==> config.mk <==
export PLATFORM = sky130hd
export DESIGN_NAME = ipa_top
export DESIGN_NICKNAME = d
export VERILOG_FILES = /design/src/ipa_pkg.sv /design/src/ipa_arb_if.sv /design/src/ipa_arbiter.sv /design/src/ipa_top.sv
export SDC_FILE = /design/constraint.sdc
export NUM_CORES = 1
export LEC_CHECK = 0
export BUFFER_PORTS_ARGS = -buffer_cell sky130_fd_sc_hd__clkbuf_2
export CORE_MARGIN = 2
export CORE_UTILIZATION = 35
export DETAILED_ROUTE_END_ITERATION = 10
export GPL_ROUTABILITY_DRIVEN = 0
export HOLD_SLACK_MARGIN = 0.02
export SLEW_MARGIN = 20
export SYNTH_ARGS = -nofsm -noshare
export SYNTH_HDL_FRONTEND = slang
export SYNTH_HIERARCHICAL = 1
export SYNTH_SLANG_ARGS = --single-unit
==> constraint.sdc <==
create_clock -name core_clk -period 87.9 [get_ports core_clk]
set_clock_uncertainty 0.1 [all_clocks]
set_input_delay 21.975 -clock core_clk [delete_from_list [all_inputs] [get_ports core_clk]]
set_output_delay 21.975 -clock core_clk [all_outputs]
set_load 0.005 [all_outputs]
==> src/ipa_pkg.sv <==
// constants, register map and field layout of the interrupt priority arbiter
// Functional notes
// - three-bit level in low bits of nibble
// - nibble top bit ignores writes, reads zero
// - level 0 lowest, level 7 highest
// - source number breaks ties at equal level
// - number 0 first, number 53 last
// - source number itself is the tie rank
// - vector number is source number plus eight
// - numbers 0 to 18 are fixed peripheral sources
// - higher level beats better natural rank
// - level zero source is never selected
// - flag sets regardless of enable; enabled compete
// - request only above current core level
// - nesting disable blocks new while in service, freezes core level to software writes
package ipa_pkg;

  // sizes
  localparam int NUM_SRC = 54;
  localparam int LVL_W = 3;
  localparam int NIB_W = 4;
  localparam int NUM_W = 6;
  localparam int VEC_W = 6;
  localparam int IPL_W = 4;
  localparam int DATA_W = 16;
  localparam int ADDR_W = 6;
  localparam int FLAG_BITS = 64;
  localparam int FLAG_WORDS = 4;
  localparam int NIB_PER_WORD = 4;
  localparam int PRIO_WORDS = 14;
  localparam int PRIO_SLOTS = 56;
  localparam int NUM_PINS = 4;
  localparam int EVT_W = 3;

  //////////////////////////////////////////////////////////////////////////////
  // source map
  localparam logic [VEC_W-1:0] VEC_BASE = 6'h08;
  localparam logic [FLAG_BITS-1:0] IMPL_MASK = 64'h0000_0990_0087_FFFF;
  localparam int PIN_NUM [NUM_PINS] = '{0, 16, 23, 36};
  localparam logic [LVL_W-1:0] LVL_DISABLED = 3'h0;

  //////////////////////////////////////////////////////////////////////////////
  // register word addresses
  localparam logic [ADDR_W-1:0] OFS_FLAG = 6'h00;
  localparam logic [ADDR_W-1:0] OFS_ENABLE = 6'h04;
  localparam logic [ADDR_W-1:0] OFS_PRIO = 6'h08;
  localparam logic [ADDR_W-1:0] OFS_CTRL = 6'h16;
  localparam logic [ADDR_W-1:0] OFS_CORE_LVL = 6'h17;
  localparam logic [ADDR_W-1:0] OFS_EVT_STAT = 6'h18;
  localparam logic [ADDR_W-1:0] OFS_EVT_MASK = 6'h19;
  localparam logic [ADDR_W-1:0] OFS_WINNER = 6'h1a;

  // field positions
  localparam int CTRL_NEST_BIT = 0;
  localparam int WIN_LVL_LSB = 0;
  localparam int WIN_VEC_LSB = 4;
  localparam int WIN_VALID_BIT = 15;
  localparam int EVT_TAKEN = 0;
  localparam int EVT_BLOCKED = 1;
  localparam int EVT_IGNORED = 2;

endpackage

==> src/ipa_arb_if.sv <==
// candidate and winner signals between the register core and the arbiter
`timescale 1ns/1ps
interface ipa_arb_if #(
  parameter int N = ipa_pkg::NUM_SRC
);
  logic [N-1:0] cand;
  logic [N-1:0][ipa_pkg::LVL_W-1:0] lvl;
  logic win_valid;
  logic [ipa_pkg::NUM_W-1:0] win_num;
  logic [ipa_pkg::LVL_W-1:0] win_lvl;

  modport solver (
    input cand,
    input lvl,
    output win_valid,
    output win_num,
    output win_lvl
  );

  modport user (
    output cand,
    output lvl,
    input win_valid,
    input win_num,
    input win_lvl
  );
endinterface // ipa_arb_if

==> src/ipa_arbiter.sv <==
// combinational level-then-number arbiter over all candidates
`timescale 1ns/1ps
module ipa_arbiter #(
  parameter int N = ipa_pkg::NUM_SRC
) (
  // candidates in, winner out
  ipa_arb_if.solver arb
);
  import ipa_pkg::*;

  logic best_valid;
  logic [NUM_W-1:0] best_num;
  logic [LVL_W-1:0] best_lvl;

  // scan upward; strict compare keeps the lower number on a tie
  always_comb begin
    best_valid = 1'b0;
    best_num = '0;
    best_lvl = '0;
    for (int i = 0; i < N; i++) begin
      if (arb.cand[i] && arb.lvl[i] != LVL_DISABLED) begin
        if (!best_valid || arb.lvl[i] > best_lvl) begin
          best_valid = 1'b1;
          best_num = NUM_W'(i);
          best_lvl = arb.lvl[i];
        end
      end
    end
  end

  assign arb.win_valid = best_valid;
  assign arb.win_num = best_num;
  assign arb.win_lvl = best_lvl;

endmodule // ipa_arbiter

==> src/ipa_top.sv <==
// interrupt priority arbiter: flags, enables, levels, core request and bus slave
`timescale 1ns/1ps
module ipa_top (
  // clock and reset
  input wire logic core_clk,
  input wire logic nrst,
  // register port
  input wire logic [ipa_pkg::ADDR_W-1:0] reg_addr,
  input wire logic [ipa_pkg::DATA_W-1:0] reg_wr_data,
  input wire logic reg_wr_stb,
  input wire logic reg_rd_stb,
  output logic [ipa_pkg::DATA_W-1:0] reg_rd_data,
  // interrupt sources
  input wire logic [ipa_pkg::NUM_SRC-1:0] periph_evt,
  input wire logic [ipa_pkg::NUM_PINS-1:0] ext_pin,
  // processor core side
  output logic core_irq_req,
  output logic [ipa_pkg::VEC_W-1:0] core_irq_vector,
  output logic [ipa_pkg::LVL_W-1:0] core_irq_level,
  input wire logic core_ack,
  input wire logic core_return,
  input wire logic [ipa_pkg::IPL_W-1:0] core_restore_level,
  output logic [ipa_pkg::IPL_W-1:0] core_priority_level,
  output logic nesting_disable,
  // block interrupt
  output logic irq_out
);
  import ipa_pkg::*;

  //////////////////////////////////////////////////////////////////////////////
  // state

  typedef struct packed {
    logic [FLAG_BITS-1:0] flag;
    logic [FLAG_BITS-1:0] enable;
    logic [PRIO_SLOTS-1:0][LVL_W-1:0] level;
    logic nest_dis;
    logic in_service;
    logic [IPL_W-1:0] core_lvl;
    logic [NUM_PINS-1:0] sync1;
    logic [NUM_PINS-1:0] sync2;
    logic [NUM_PINS-1:0] sync3;
    logic [NUM_PINS-1:0] pin_lvl;
    logic [EVT_W-1:0] evt_stat;
    logic [EVT_W-1:0] evt_mask;
    logic [DATA_W-1:0] rd_data;
    logic req;
    logic [VEC_W-1:0] vector;
    logic [LVL_W-1:0] req_lvl;
  } ipa_top_state_s;

  ipa_top_state_s s_r;
  ipa_top_state_s s_nxt;

  logic [NUM_PINS-1:0] pin_rise;
  logic [FLAG_BITS-1:0] pin_set;
  logic [FLAG_BITS-1:0] set_vec;
  logic [FLAG_BITS-1:0] live_mask;
  logic beats_core;
  logic nest_block;
  logic go;
  logic taken;
  logic [EVT_W-1:0] evt;
  logic [EVT_W-1:0] evt_clr;
  logic [FLAG_BITS-1:0] ign_vec;
  logic [FLAG_WORDS-1:0] hit_flag;
  logic [FLAG_WORDS-1:0] hit_enable;
  logic [PRIO_WORDS-1:0] hit_prio;
  logic hit_ctrl;
  logic hit_core_lvl;
  logic hit_evt_stat;
  logic hit_evt_mask;
  logic hit_winner;
  logic [DATA_W-1:0] rd_flag_word;
  logic [DATA_W-1:0] rd_enable_word;
  logic [DATA_W-1:0] rd_prio_word;
  logic [DATA_W-1:0] rd_ctrl_word;
  logic [DATA_W-1:0] rd_core_lvl_word;
  logic [DATA_W-1:0] rd_stat_word;
  logic [DATA_W-1:0] rd_mask_word;
  logic [DATA_W-1:0] rd_winner_word;
  logic [DATA_W-1:0] rd_word;

  //////////////////////////////////////////////////////////////////////////////
  // arbiter

  ipa_arb_if #(.N(NUM_SRC)) arb ();

  // reserved numbers never compete, even if software set their flag
  assign arb.cand = s_r.flag[NUM_SRC-1:0] & s_r.enable[NUM_SRC-1:0]
                    & IMPL_MASK[NUM_SRC-1:0];
  assign arb.lvl = s_r.level[NUM_SRC-1:0];

  ipa_arbiter #(.N(NUM_SRC)) u_arb (
    .arb(arb)
  );

  //////////////////////////////////////////////////////////////////////////////
  // pin edges and flag sources

  // glitch filter: second and third stage must agree before the level moves
  always_comb begin
    pin_rise = '0;
    for (int p = 0; p < NUM_PINS; p++) begin
      if (s_r.sync2[p] == s_r.sync3[p]) begin
        pin_rise[p] = s_r.sync3[p] & ~s_r.pin_lvl[p];
      end
    end
  end

  always_comb begin
    pin_set = '0;
    for (int p = 0; p < NUM_PINS; p++) begin
      pin_set[PIN_NUM[p]] = pin_rise[p];
    end
  end

  // enable plays no part in setting a flag
  assign set_vec = (FLAG_BITS'(periph_evt) | pin_set) & IMPL_MASK;

  // sources that can actually win: enabled and given a nonzero level
  always_comb begin
    live_mask = '0;
    for (int i = 0; i < NUM_SRC; i++) begin
      live_mask[i] = s_r.enable[i] & (s_r.level[i] != LVL_DISABLED);
    end
  end

  //////////////////////////////////////////////////////////////////////////////
  // core request

  assign beats_core = arb.win_valid
                      && ({1'b0, arb.win_lvl} > s_r.core_lvl);
  assign nest_block = s_r.nest_dis && s_r.in_service;
  assign go = beats_core && !nest_block;
  assign taken = core_ack && s_r.req;

  // a flag raised while its source cannot win is worth telling software about
  assign ign_vec = set_vec & ~live_mask;

  always_comb begin
    evt = '0;
    evt[EVT_TAKEN] = taken;
    evt[EVT_BLOCKED] = beats_core && nest_block;
    evt[EVT_IGNORED] = |ign_vec;
  end

  assign evt_clr = (reg_wr_stb && hit_evt_stat) ? reg_wr_data[EVT_W-1:0] : '0;

  //////////////////////////////////////////////////////////////////////////////
  // address decode

  // one hit per word; the read words below are built from them
  always_comb begin
    hit_flag = '0;
    hit_enable = '0;
    hit_prio = '0;
    for (int w = 0; w < FLAG_WORDS; w++) begin
      hit_flag[w] = reg_addr == OFS_FLAG + ADDR_W'(w);
      hit_enable[w] = reg_addr == OFS_ENABLE + ADDR_W'(w);
    end
    for (int w = 0; w < PRIO_WORDS; w++) begin
      hit_prio[w] = reg_addr == OFS_PRIO + ADDR_W'(w);
    end
  end

  assign hit_ctrl = reg_addr == OFS_CTRL;
  assign hit_core_lvl = reg_addr == OFS_CORE_LVL;
  assign hit_evt_stat = reg_addr == OFS_EVT_STAT;
  assign hit_evt_mask = reg_addr == OFS_EVT_MASK;
  assign hit_winner = reg_addr == OFS_WINNER;

  //////////////////////////////////////////////////////////////////////////////
  // read words

  // and-or mux: each word stays zero unless its own address hits
  always_comb begin
    rd_flag_word = '0;
    for (int w = 0; w < FLAG_WORDS; w++) begin
      if (hit_flag[w]) begin
        rd_flag_word = s_r.flag[w*DATA_W +: DATA_W];
      end
    end
  end

  always_comb begin
    rd_enable_word = '0;
    for (int w = 0; w < FLAG_WORDS; w++) begin
      if (hit_enable[w]) begin
        rd_enable_word = s_r.enable[w*DATA_W +: DATA_W];
      end
    end
  end

  // the top bit of every nibble stays zero
  always_comb begin
    rd_prio_word = '0;
    for (int w = 0; w < PRIO_WORDS; w++) begin
      if (hit_prio[w]) begin
        for (int n = 0; n < NIB_PER_WORD; n++) begin
          rd_prio_word[n*NIB_W +: LVL_W] = s_r.level[w*NIB_PER_WORD+n];
        end
      end
    end
  end

  always_comb begin
    rd_ctrl_word = '0;
    if (hit_ctrl) begin
      rd_ctrl_word[CTRL_NEST_BIT] = s_r.nest_dis;
    end
  end

  always_comb begin
    rd_core_lvl_word = '0;
    if (hit_core_lvl) begin
      rd_core_lvl_word[IPL_W-1:0] = s_r.core_lvl;
    end
  end

  always_comb begin
    rd_stat_word = '0;
    if (hit_evt_stat) begin
      rd_stat_word[EVT_W-1:0] = s_r.evt_stat;
    end
  end

  always_comb begin
    rd_mask_word = '0;
    if (hit_evt_mask) begin
      rd_mask_word[EVT_W-1:0] = s_r.evt_mask;
    end
  end

  always_comb begin
    rd_winner_word = '0;
    if (hit_winner) begin
      rd_winner_word[WIN_LVL_LSB +: LVL_W] = s_r.req_lvl;
      rd_winner_word[WIN_VEC_LSB +: VEC_W] = s_r.vector;
      rd_winner_word[WIN_VALID_BIT] = s_r.req;
    end
  end

  assign rd_word = rd_flag_word | rd_enable_word | rd_prio_word | rd_ctrl_word
                   | rd_core_lvl_word | rd_stat_word | rd_mask_word | rd_winner_word;

  //////////////////////////////////////////////////////////////////////////////
  // next state

  always_comb begin
    s_nxt = s_r;

    // three-stage synchroniser; first stage feeds only the second
    s_nxt.sync1 = ext_pin;
    s_nxt.sync2 = s_r.sync1;
    s_nxt.sync3 = s_r.sync2;
    for (int p = 0; p < NUM_PINS; p++) begin
      if (s_r.sync2[p] == s_r.sync3[p]) begin
        s_nxt.pin_lvl[p] = s_r.sync3[p];
      end
    end

    // software writes
    for (int w = 0; w < FLAG_WORDS; w++) begin
      if (reg_wr_stb && reg_addr == OFS_FLAG + ADDR_W'(w)) begin
        s_nxt.flag[w*DATA_W +: DATA_W] = reg_wr_data;
      end
      if (reg_wr_stb && reg_addr == OFS_ENABLE + ADDR_W'(w)) begin
        s_nxt.enable[w*DATA_W +: DATA_W] = reg_wr_data;
      end
    end

    for (int w = 0; w < PRIO_WORDS; w++) begin
      if (reg_wr_stb && reg_addr == OFS_PRIO + ADDR_W'(w)) begin
        for (int n = 0; n < NIB_PER_WORD; n++) begin
          // top bit of each nibble is dropped here
          s_nxt.level[w*NIB_PER_WORD+n] = reg_wr_data[n*NIB_W +: LVL_W];
        end
      end
    end

    if (reg_wr_stb && reg_addr == OFS_CTRL) begin
      s_nxt.nest_dis = reg_wr_data[CTRL_NEST_BIT];
    end

    // core level is frozen to software while nesting is off
    if (reg_wr_stb && reg_addr == OFS_CORE_LVL && !s_r.nest_dis) begin
      s_nxt.core_lvl = reg_wr_data[IPL_W-1:0];
    end

    if (reg_wr_stb && reg_addr == OFS_EVT_MASK) begin
      s_nxt.evt_mask = reg_wr_data[EVT_W-1:0];
    end

    // a hardware event in the same cycle as a clear survives
    s_nxt.flag = (s_nxt.flag | set_vec) & IMPL_MASK;
    s_nxt.enable = s_nxt.enable & IMPL_MASK;
    s_nxt.evt_stat = (s_r.evt_stat & ~evt_clr) | evt;

    // core handshake overrides a software write of the level
    if (taken) begin
      s_nxt.in_service = 1'b1;
      s_nxt.core_lvl = {1'b0, s_r.req_lvl};
    end else if (core_return) begin
      s_nxt.in_service = 1'b0;
      s_nxt.core_lvl = core_restore_level;
    end

    // fresh winner every cycle; drop the request right after it is taken
    s_nxt.req = go && !taken;
    s_nxt.vector = arb.win_valid ? arb.win_num + VEC_BASE : '0;
    s_nxt.req_lvl = arb.win_valid ? arb.win_lvl : '0;

    // read data stands for one cycle only
    s_nxt.rd_data = reg_rd_stb ? rd_word : '0;
  end

  //////////////////////////////////////////////////////////////////////////////
  // registers

  always_ff @(posedge core_clk or negedge nrst) begin
    if (!nrst) begin
      s_r <= '0;
    end else begin
      s_r <= s_nxt;
    end
  end

  //////////////////////////////////////////////////////////////////////////////
  // outputs

  assign reg_rd_data = s_r.rd_data;
  assign core_irq_req = s_r.req;
  assign core_irq_vector = s_r.vector;
  assign core_irq_level = s_r.req_lvl;
  assign core_priority_level = s_r.core_lvl;
  assign nesting_disable = s_r.nest_dis;
  assign irq_out = |(s_r.evt_stat & s_r.evt_mask);

endmodule // ipa_top

# After elaboration in Yosys (flattened, before gate mapping)
# Index checks and enable logic that the tools add are counted.
[word_totals] regBits=270 out_inout_bits=32 input_bits=90
[op_classes] order_cmp=24 n_addsub=1 bitwise_logic=48 n_reduce_logical=133 n_mux=225 n_eq_ne=30
[op_table] operator="$mux 3" count=108
[op_table] operator="$mux 6" count=47
[op_table] operator="$mux 16" count=11
[op_table] operator="$reduce_bool 3->1" count=25
[op_table] operator="$gt 3x3->1" count=23
[op_table] operator="$eq 6x5->1 const B" count=11
[op_table] operator="$and 44x64->64" count=1
[op_table] operator="$not 44->64" count=1
[op_table] operator="$reduce_or 64->1" count=1
[op_table] operator="$logic_and 1x1->1" count=55
[op_table] operator="$mux 1" count=54
[op_table] operator="$eq 6x4->1 const B" count=8
[op_table] operator="$and 44x44->44" count=1
[op_table] operator="$or 44x37->44" count=1
[op_table] operator="$or 44x44->44" count=1
[op_table] operator="$or 16x16->16" count=2
[op_table] operator="$or 16x3->16" count=2
[op_table] operator="$and 1x1->1" count=28
[op_table] operator="$logic_not 1->1" count=26
[op_table] operator="$eq 6x3->1 const B" count=4
[op_table] operator="$logic_or 1x1->1" count=23
[op_table] operator="$or 16x1->16" count=1
[op_table] operator="$or 16x15->16" count=1
[op_table] operator="$or 16x4->16" count=1
[op_table] operator="other kinds (15)" count=25

# Logic depth before layout (Yosys ltp)
[depth] ltp_word=99 ltp_mapped=408 mapped_depth_nobuf=402

# Hierarchy
# Netlist, hierarchy kept.
[modules_own_cells] module="ipa_top" cells_per_inst=1053 area_per_inst_um2=12991.2 seq_area_each_um2=6756.5 instances=1
[modules_own_cells] module="ipa_arbiter" cells_per_inst=1568 area_per_inst_um2=10236.1 seq_area_each_um2=0.0 instances=1

# Worst setup path after synthesis
# OpenSTA, ideal clock, no wires.
[synth_timing] path_kind="register to register" startpoint="reg s_r[222] (netlist name)" endpoint="reg s_r[30] (netlist name)" path_stages_with_launch=199 n_path_buf=4 t_arrival_ns=37.491 path_slack_ns=50.188 cell_sequence="dfrtp_1 -> and2_1 -> nand2_1 -> ha_1 -> a211o_1 -> a21o_1 -> and3_1 -> or2_2 -> inv_1 -> ha_1 -> nand3_1 -> o21ai_0 -> o21a_1 -> nor2_1 -> nor2_1 -> a21oi_1 -> ha_1 -> nor2b_1 -> [163 not listed] -> a21o_1 -> a21o_1 -> ha_1 -> nor3_1 -> nand2_1 -> a221oi_1 -> o32a_1 -> o311a_1 -> or4_1 -> a31oi_1 -> mux2_2 -> mux2i_1 -> mux2i_1 -> ha_1 -> nor2b_1 -> o21a_1 -> o2111a_1 -> a32o_1"
[synth_rtl] item="start: declaration" line_no="ipa_top.sv:52" text="ipa_top_state_s s_r;"
[synth_rtl] item="start signal: assignment" line_no="ipa_top.sv:325" text="s_r <= s_nxt;"

==> impl_metrics.env <==
export IMPL_vias=21660
export IMPL_drt_drc_violations_left=0
export IMPL_setup_worst_path_start_class="register"
export IMPL_post_cts_buffers=0
export IMPL_globalRouteMet2Util_pct=36.6
export IMPL_slowest_delay_ns=0.63
export IMPL_ys_ff_latch=270
export IMPL_layoutNonFillerInstCount=3601
export IMPL_cts_sinks=270
export IMPL_wl_per_cell_um=22.3
export IMPL_fin_nets=2923
export IMPL_period_share_pct=49.2
export IMPL_ctsResizeCount=0
export IMPL_critPathTopFamily="compound AO/OA/AOI/OAI gates"
export IMPL_via_per_inst=6.01
export IMPL_antenna_found_initial=7
export IMPL_met3_usage_pct=4.18
export IMPL_start_util_pct=35.3
export IMPL_grt_max_degree=168
export IMPL_first_pass_iters=6
export IMPL_grtUsageTotal_pct=23.1
export IMPL_dp_hpwl_um=61500
export IMPL_post_dp_cell_area_sq_mm=0.0245
export IMPL_ioPinCount=122
export IMPL_core_sq_mm=0.0657
export IMPL_finalSetupViolCount=0
export IMPL_yosys_warnings=6
export IMPL_io_buffers=91
export IMPL_regArea_sq_mm=0.00676
export IMPL_post_route_min_period_ns=43.28
export IMPL_diodes=0
export IMPL_cts_made_buffers=35
export IMPL_synth_edf_count=0
export IMPL_postLayoutCoreUtil_pct=39.1
export IMPL_grt_pass1_vias=20204
export IMPL_fillers=6631
export IMPL_critPathBufInv=4
export IMPL_cts_max_level=2
export IMPL_grt_ovfl_total=0
export IMPL_row_count=94
export IMPL_die_area_sq_mm=0.0684
export IMPL_final_cell_mix="dfrtp_1, nand2_1, mux2_2"
export IMPL_critPathRequiredTime_ns=88.25
export IMPL_root_buffer="clkbuf_16"
export IMPL_crit_path_frequent_cell="ha_1"
export IMPL_final_common_cell="dfrtp_1"
export IMPL_cap_violations=0
export IMPL_clock_fmax_mhz=23.1
export IMPL_multi_input_area_sq_mm=0.0156
export IMPL_tightest_slew_ns=1.10
export IMPL_tns_ns=0
export IMPL_grt_pass1_wl_um=123000
export IMPL_worstSetupPathType="register to register"
export IMPL_async_reset_ff_share_pct=100
export IMPL_gr_max_usage_layer="met2"
export IMPL_status="complete, no violations"
export IMPL_ys_seq_area_share_pct=29.1
export IMPL_dp_cells=3540
export IMPL_grt_setup_unrepaired="false"
export IMPL_syn_area_sq_mm=0.0232
export IMPL_clk_pin_slew_ns=0.06
export IMPL_clockBufferDepth=3
export IMPL_ys_flop_type="dfrtp_1"
export IMPL_relSlewSlack_pct=26.2
export IMPL_crit_path_top_delay_cell="o311ai_0"
export IMPL_postRouteAntennaNets=0
export IMPL_syn_inst=2621
export IMPL_ctsHoldBuffers=0
export IMPL_finalHoldViolations=0
export IMPL_fp_dieH_um=262
export IMPL_syn_to_final_growth_pct=10.6
export IMPL_fin_area_sq_mm=0.0257
export IMPL_crit_path_max_fanout=11
export IMPL_grt_util_met1_pct=32.4
export IMPL_insertion_delay_ns=0.56
export IMPL_cts_tree="done"
export IMPL_die_w_um=262
export IMPL_drt_iter0_markers=2174
export IMPL_report_final_slew_viol_count=0
export IMPL_min_path_type="register to register"
export IMPL_drive_above_1_share_pct=17.9
export IMPL_syn_avg_cell_area_sq_um=8.86
export IMPL_arrival_ns=43.62
export IMPL_endpoint_kind="register"
export IMPL_synth_cell_types=111
export IMPL_routed_wl_um=80400
## flip-flops by register name, indices dropped and copies added (netlist names), 3 cells and up
signal,flops
core_irq_level,3
arb.lvl,162
s_r,69
core_priority_level,4
core_irq_vector,6
s_nxt,8
reg_rd_data,16
## worst paths after layout
path	startpoint	to	slack, ns	cells past startpoint
setup / recovery	s_r[222]	s_r[30]	44.62	192
min in group asynchronous	nrst	reg_rd_data[12]	21.36	1
max in group asynchronous	nrst	s_r[262]	64.80	2
hold / removal	s_nxt[41]	s_nxt[37]	0.24	0
setup reg to reg	s_r[222]	s_r[30]	44.62	192
hold reg to reg	s_nxt[41]	s_nxt[37]	0.24	0
## layer usage
metal	share of wire [%]	wire length (um)
met5	0.083	67
met4	2.4	1890
met3	8.4	6780
met2	45	36100
met1	44	35500
## Yosys cell counts (27+ instances only)
cell type	count	area (sq um)
dfrtp_1	270	6760
nand2_1	222	833
mux2_2	207	2330
nor2_1	203	762
inv_1	134	503
a21oi_1	125	626
ha_1	120	1500
o21ai_0	118	591
o31ai_1	82	616
and2_1	69	432
nand3_1	65	325
a31oi_1	55	344
a22oi_1	45	338
buf_2	39	195
mux2i_1	37	370
nor3_1	37	185
o21a_1	36	270
buf_4	35	263
nor2b_1	35	219
or2_2	35	219
clkbuf_1	34	128
a21o_1	30	225
o211ai_1	29	218
and3_1	28	175
nand2b_1	27	169
## through the flow
step	worst slack, ns	hold slack, ns
floorplan	50.19	0.231
global placement	45.32	0.233
detailed placement	45.30	0.235
CTS	45.12	0.245
global route	41.22	0.253
finish	44.62	0.242
## layout make-up
cell class	instances	share of cell area, %
Clock buffer	47	3.94
Tap cell	864	4.21
Clock inverter	14	0.818
Multi-Input combinational cell	2175	60.7
Timing Repair Buffer	97	2.04
Inverter	134	1.96
Sequential cell	270	26.3
## logic make-up (layout without fill, tap and decap cells)
logic type | after synthesis | in the layout | share of synthesized area (%)
AOI/OAI and AO/OA | 858 | 858 | 26.8
xor gates and xnor gates | 1 | 1 | 0.0377
adders and majority gates | 138 | 138 | 7.24
buffers and inverters | 251 | 292 | 5.03
DFF | 270 | 270 | 29.1
muxes | 273 | 273 | 13.7
other | 1 | 76 | 0.0161
and+or+nand+nor | 829 | 829 | 18.1
Power is left out: the tool's default activity adds up to more than one toggle a clock period on the data nets, which glitch-free logic cannot reach.
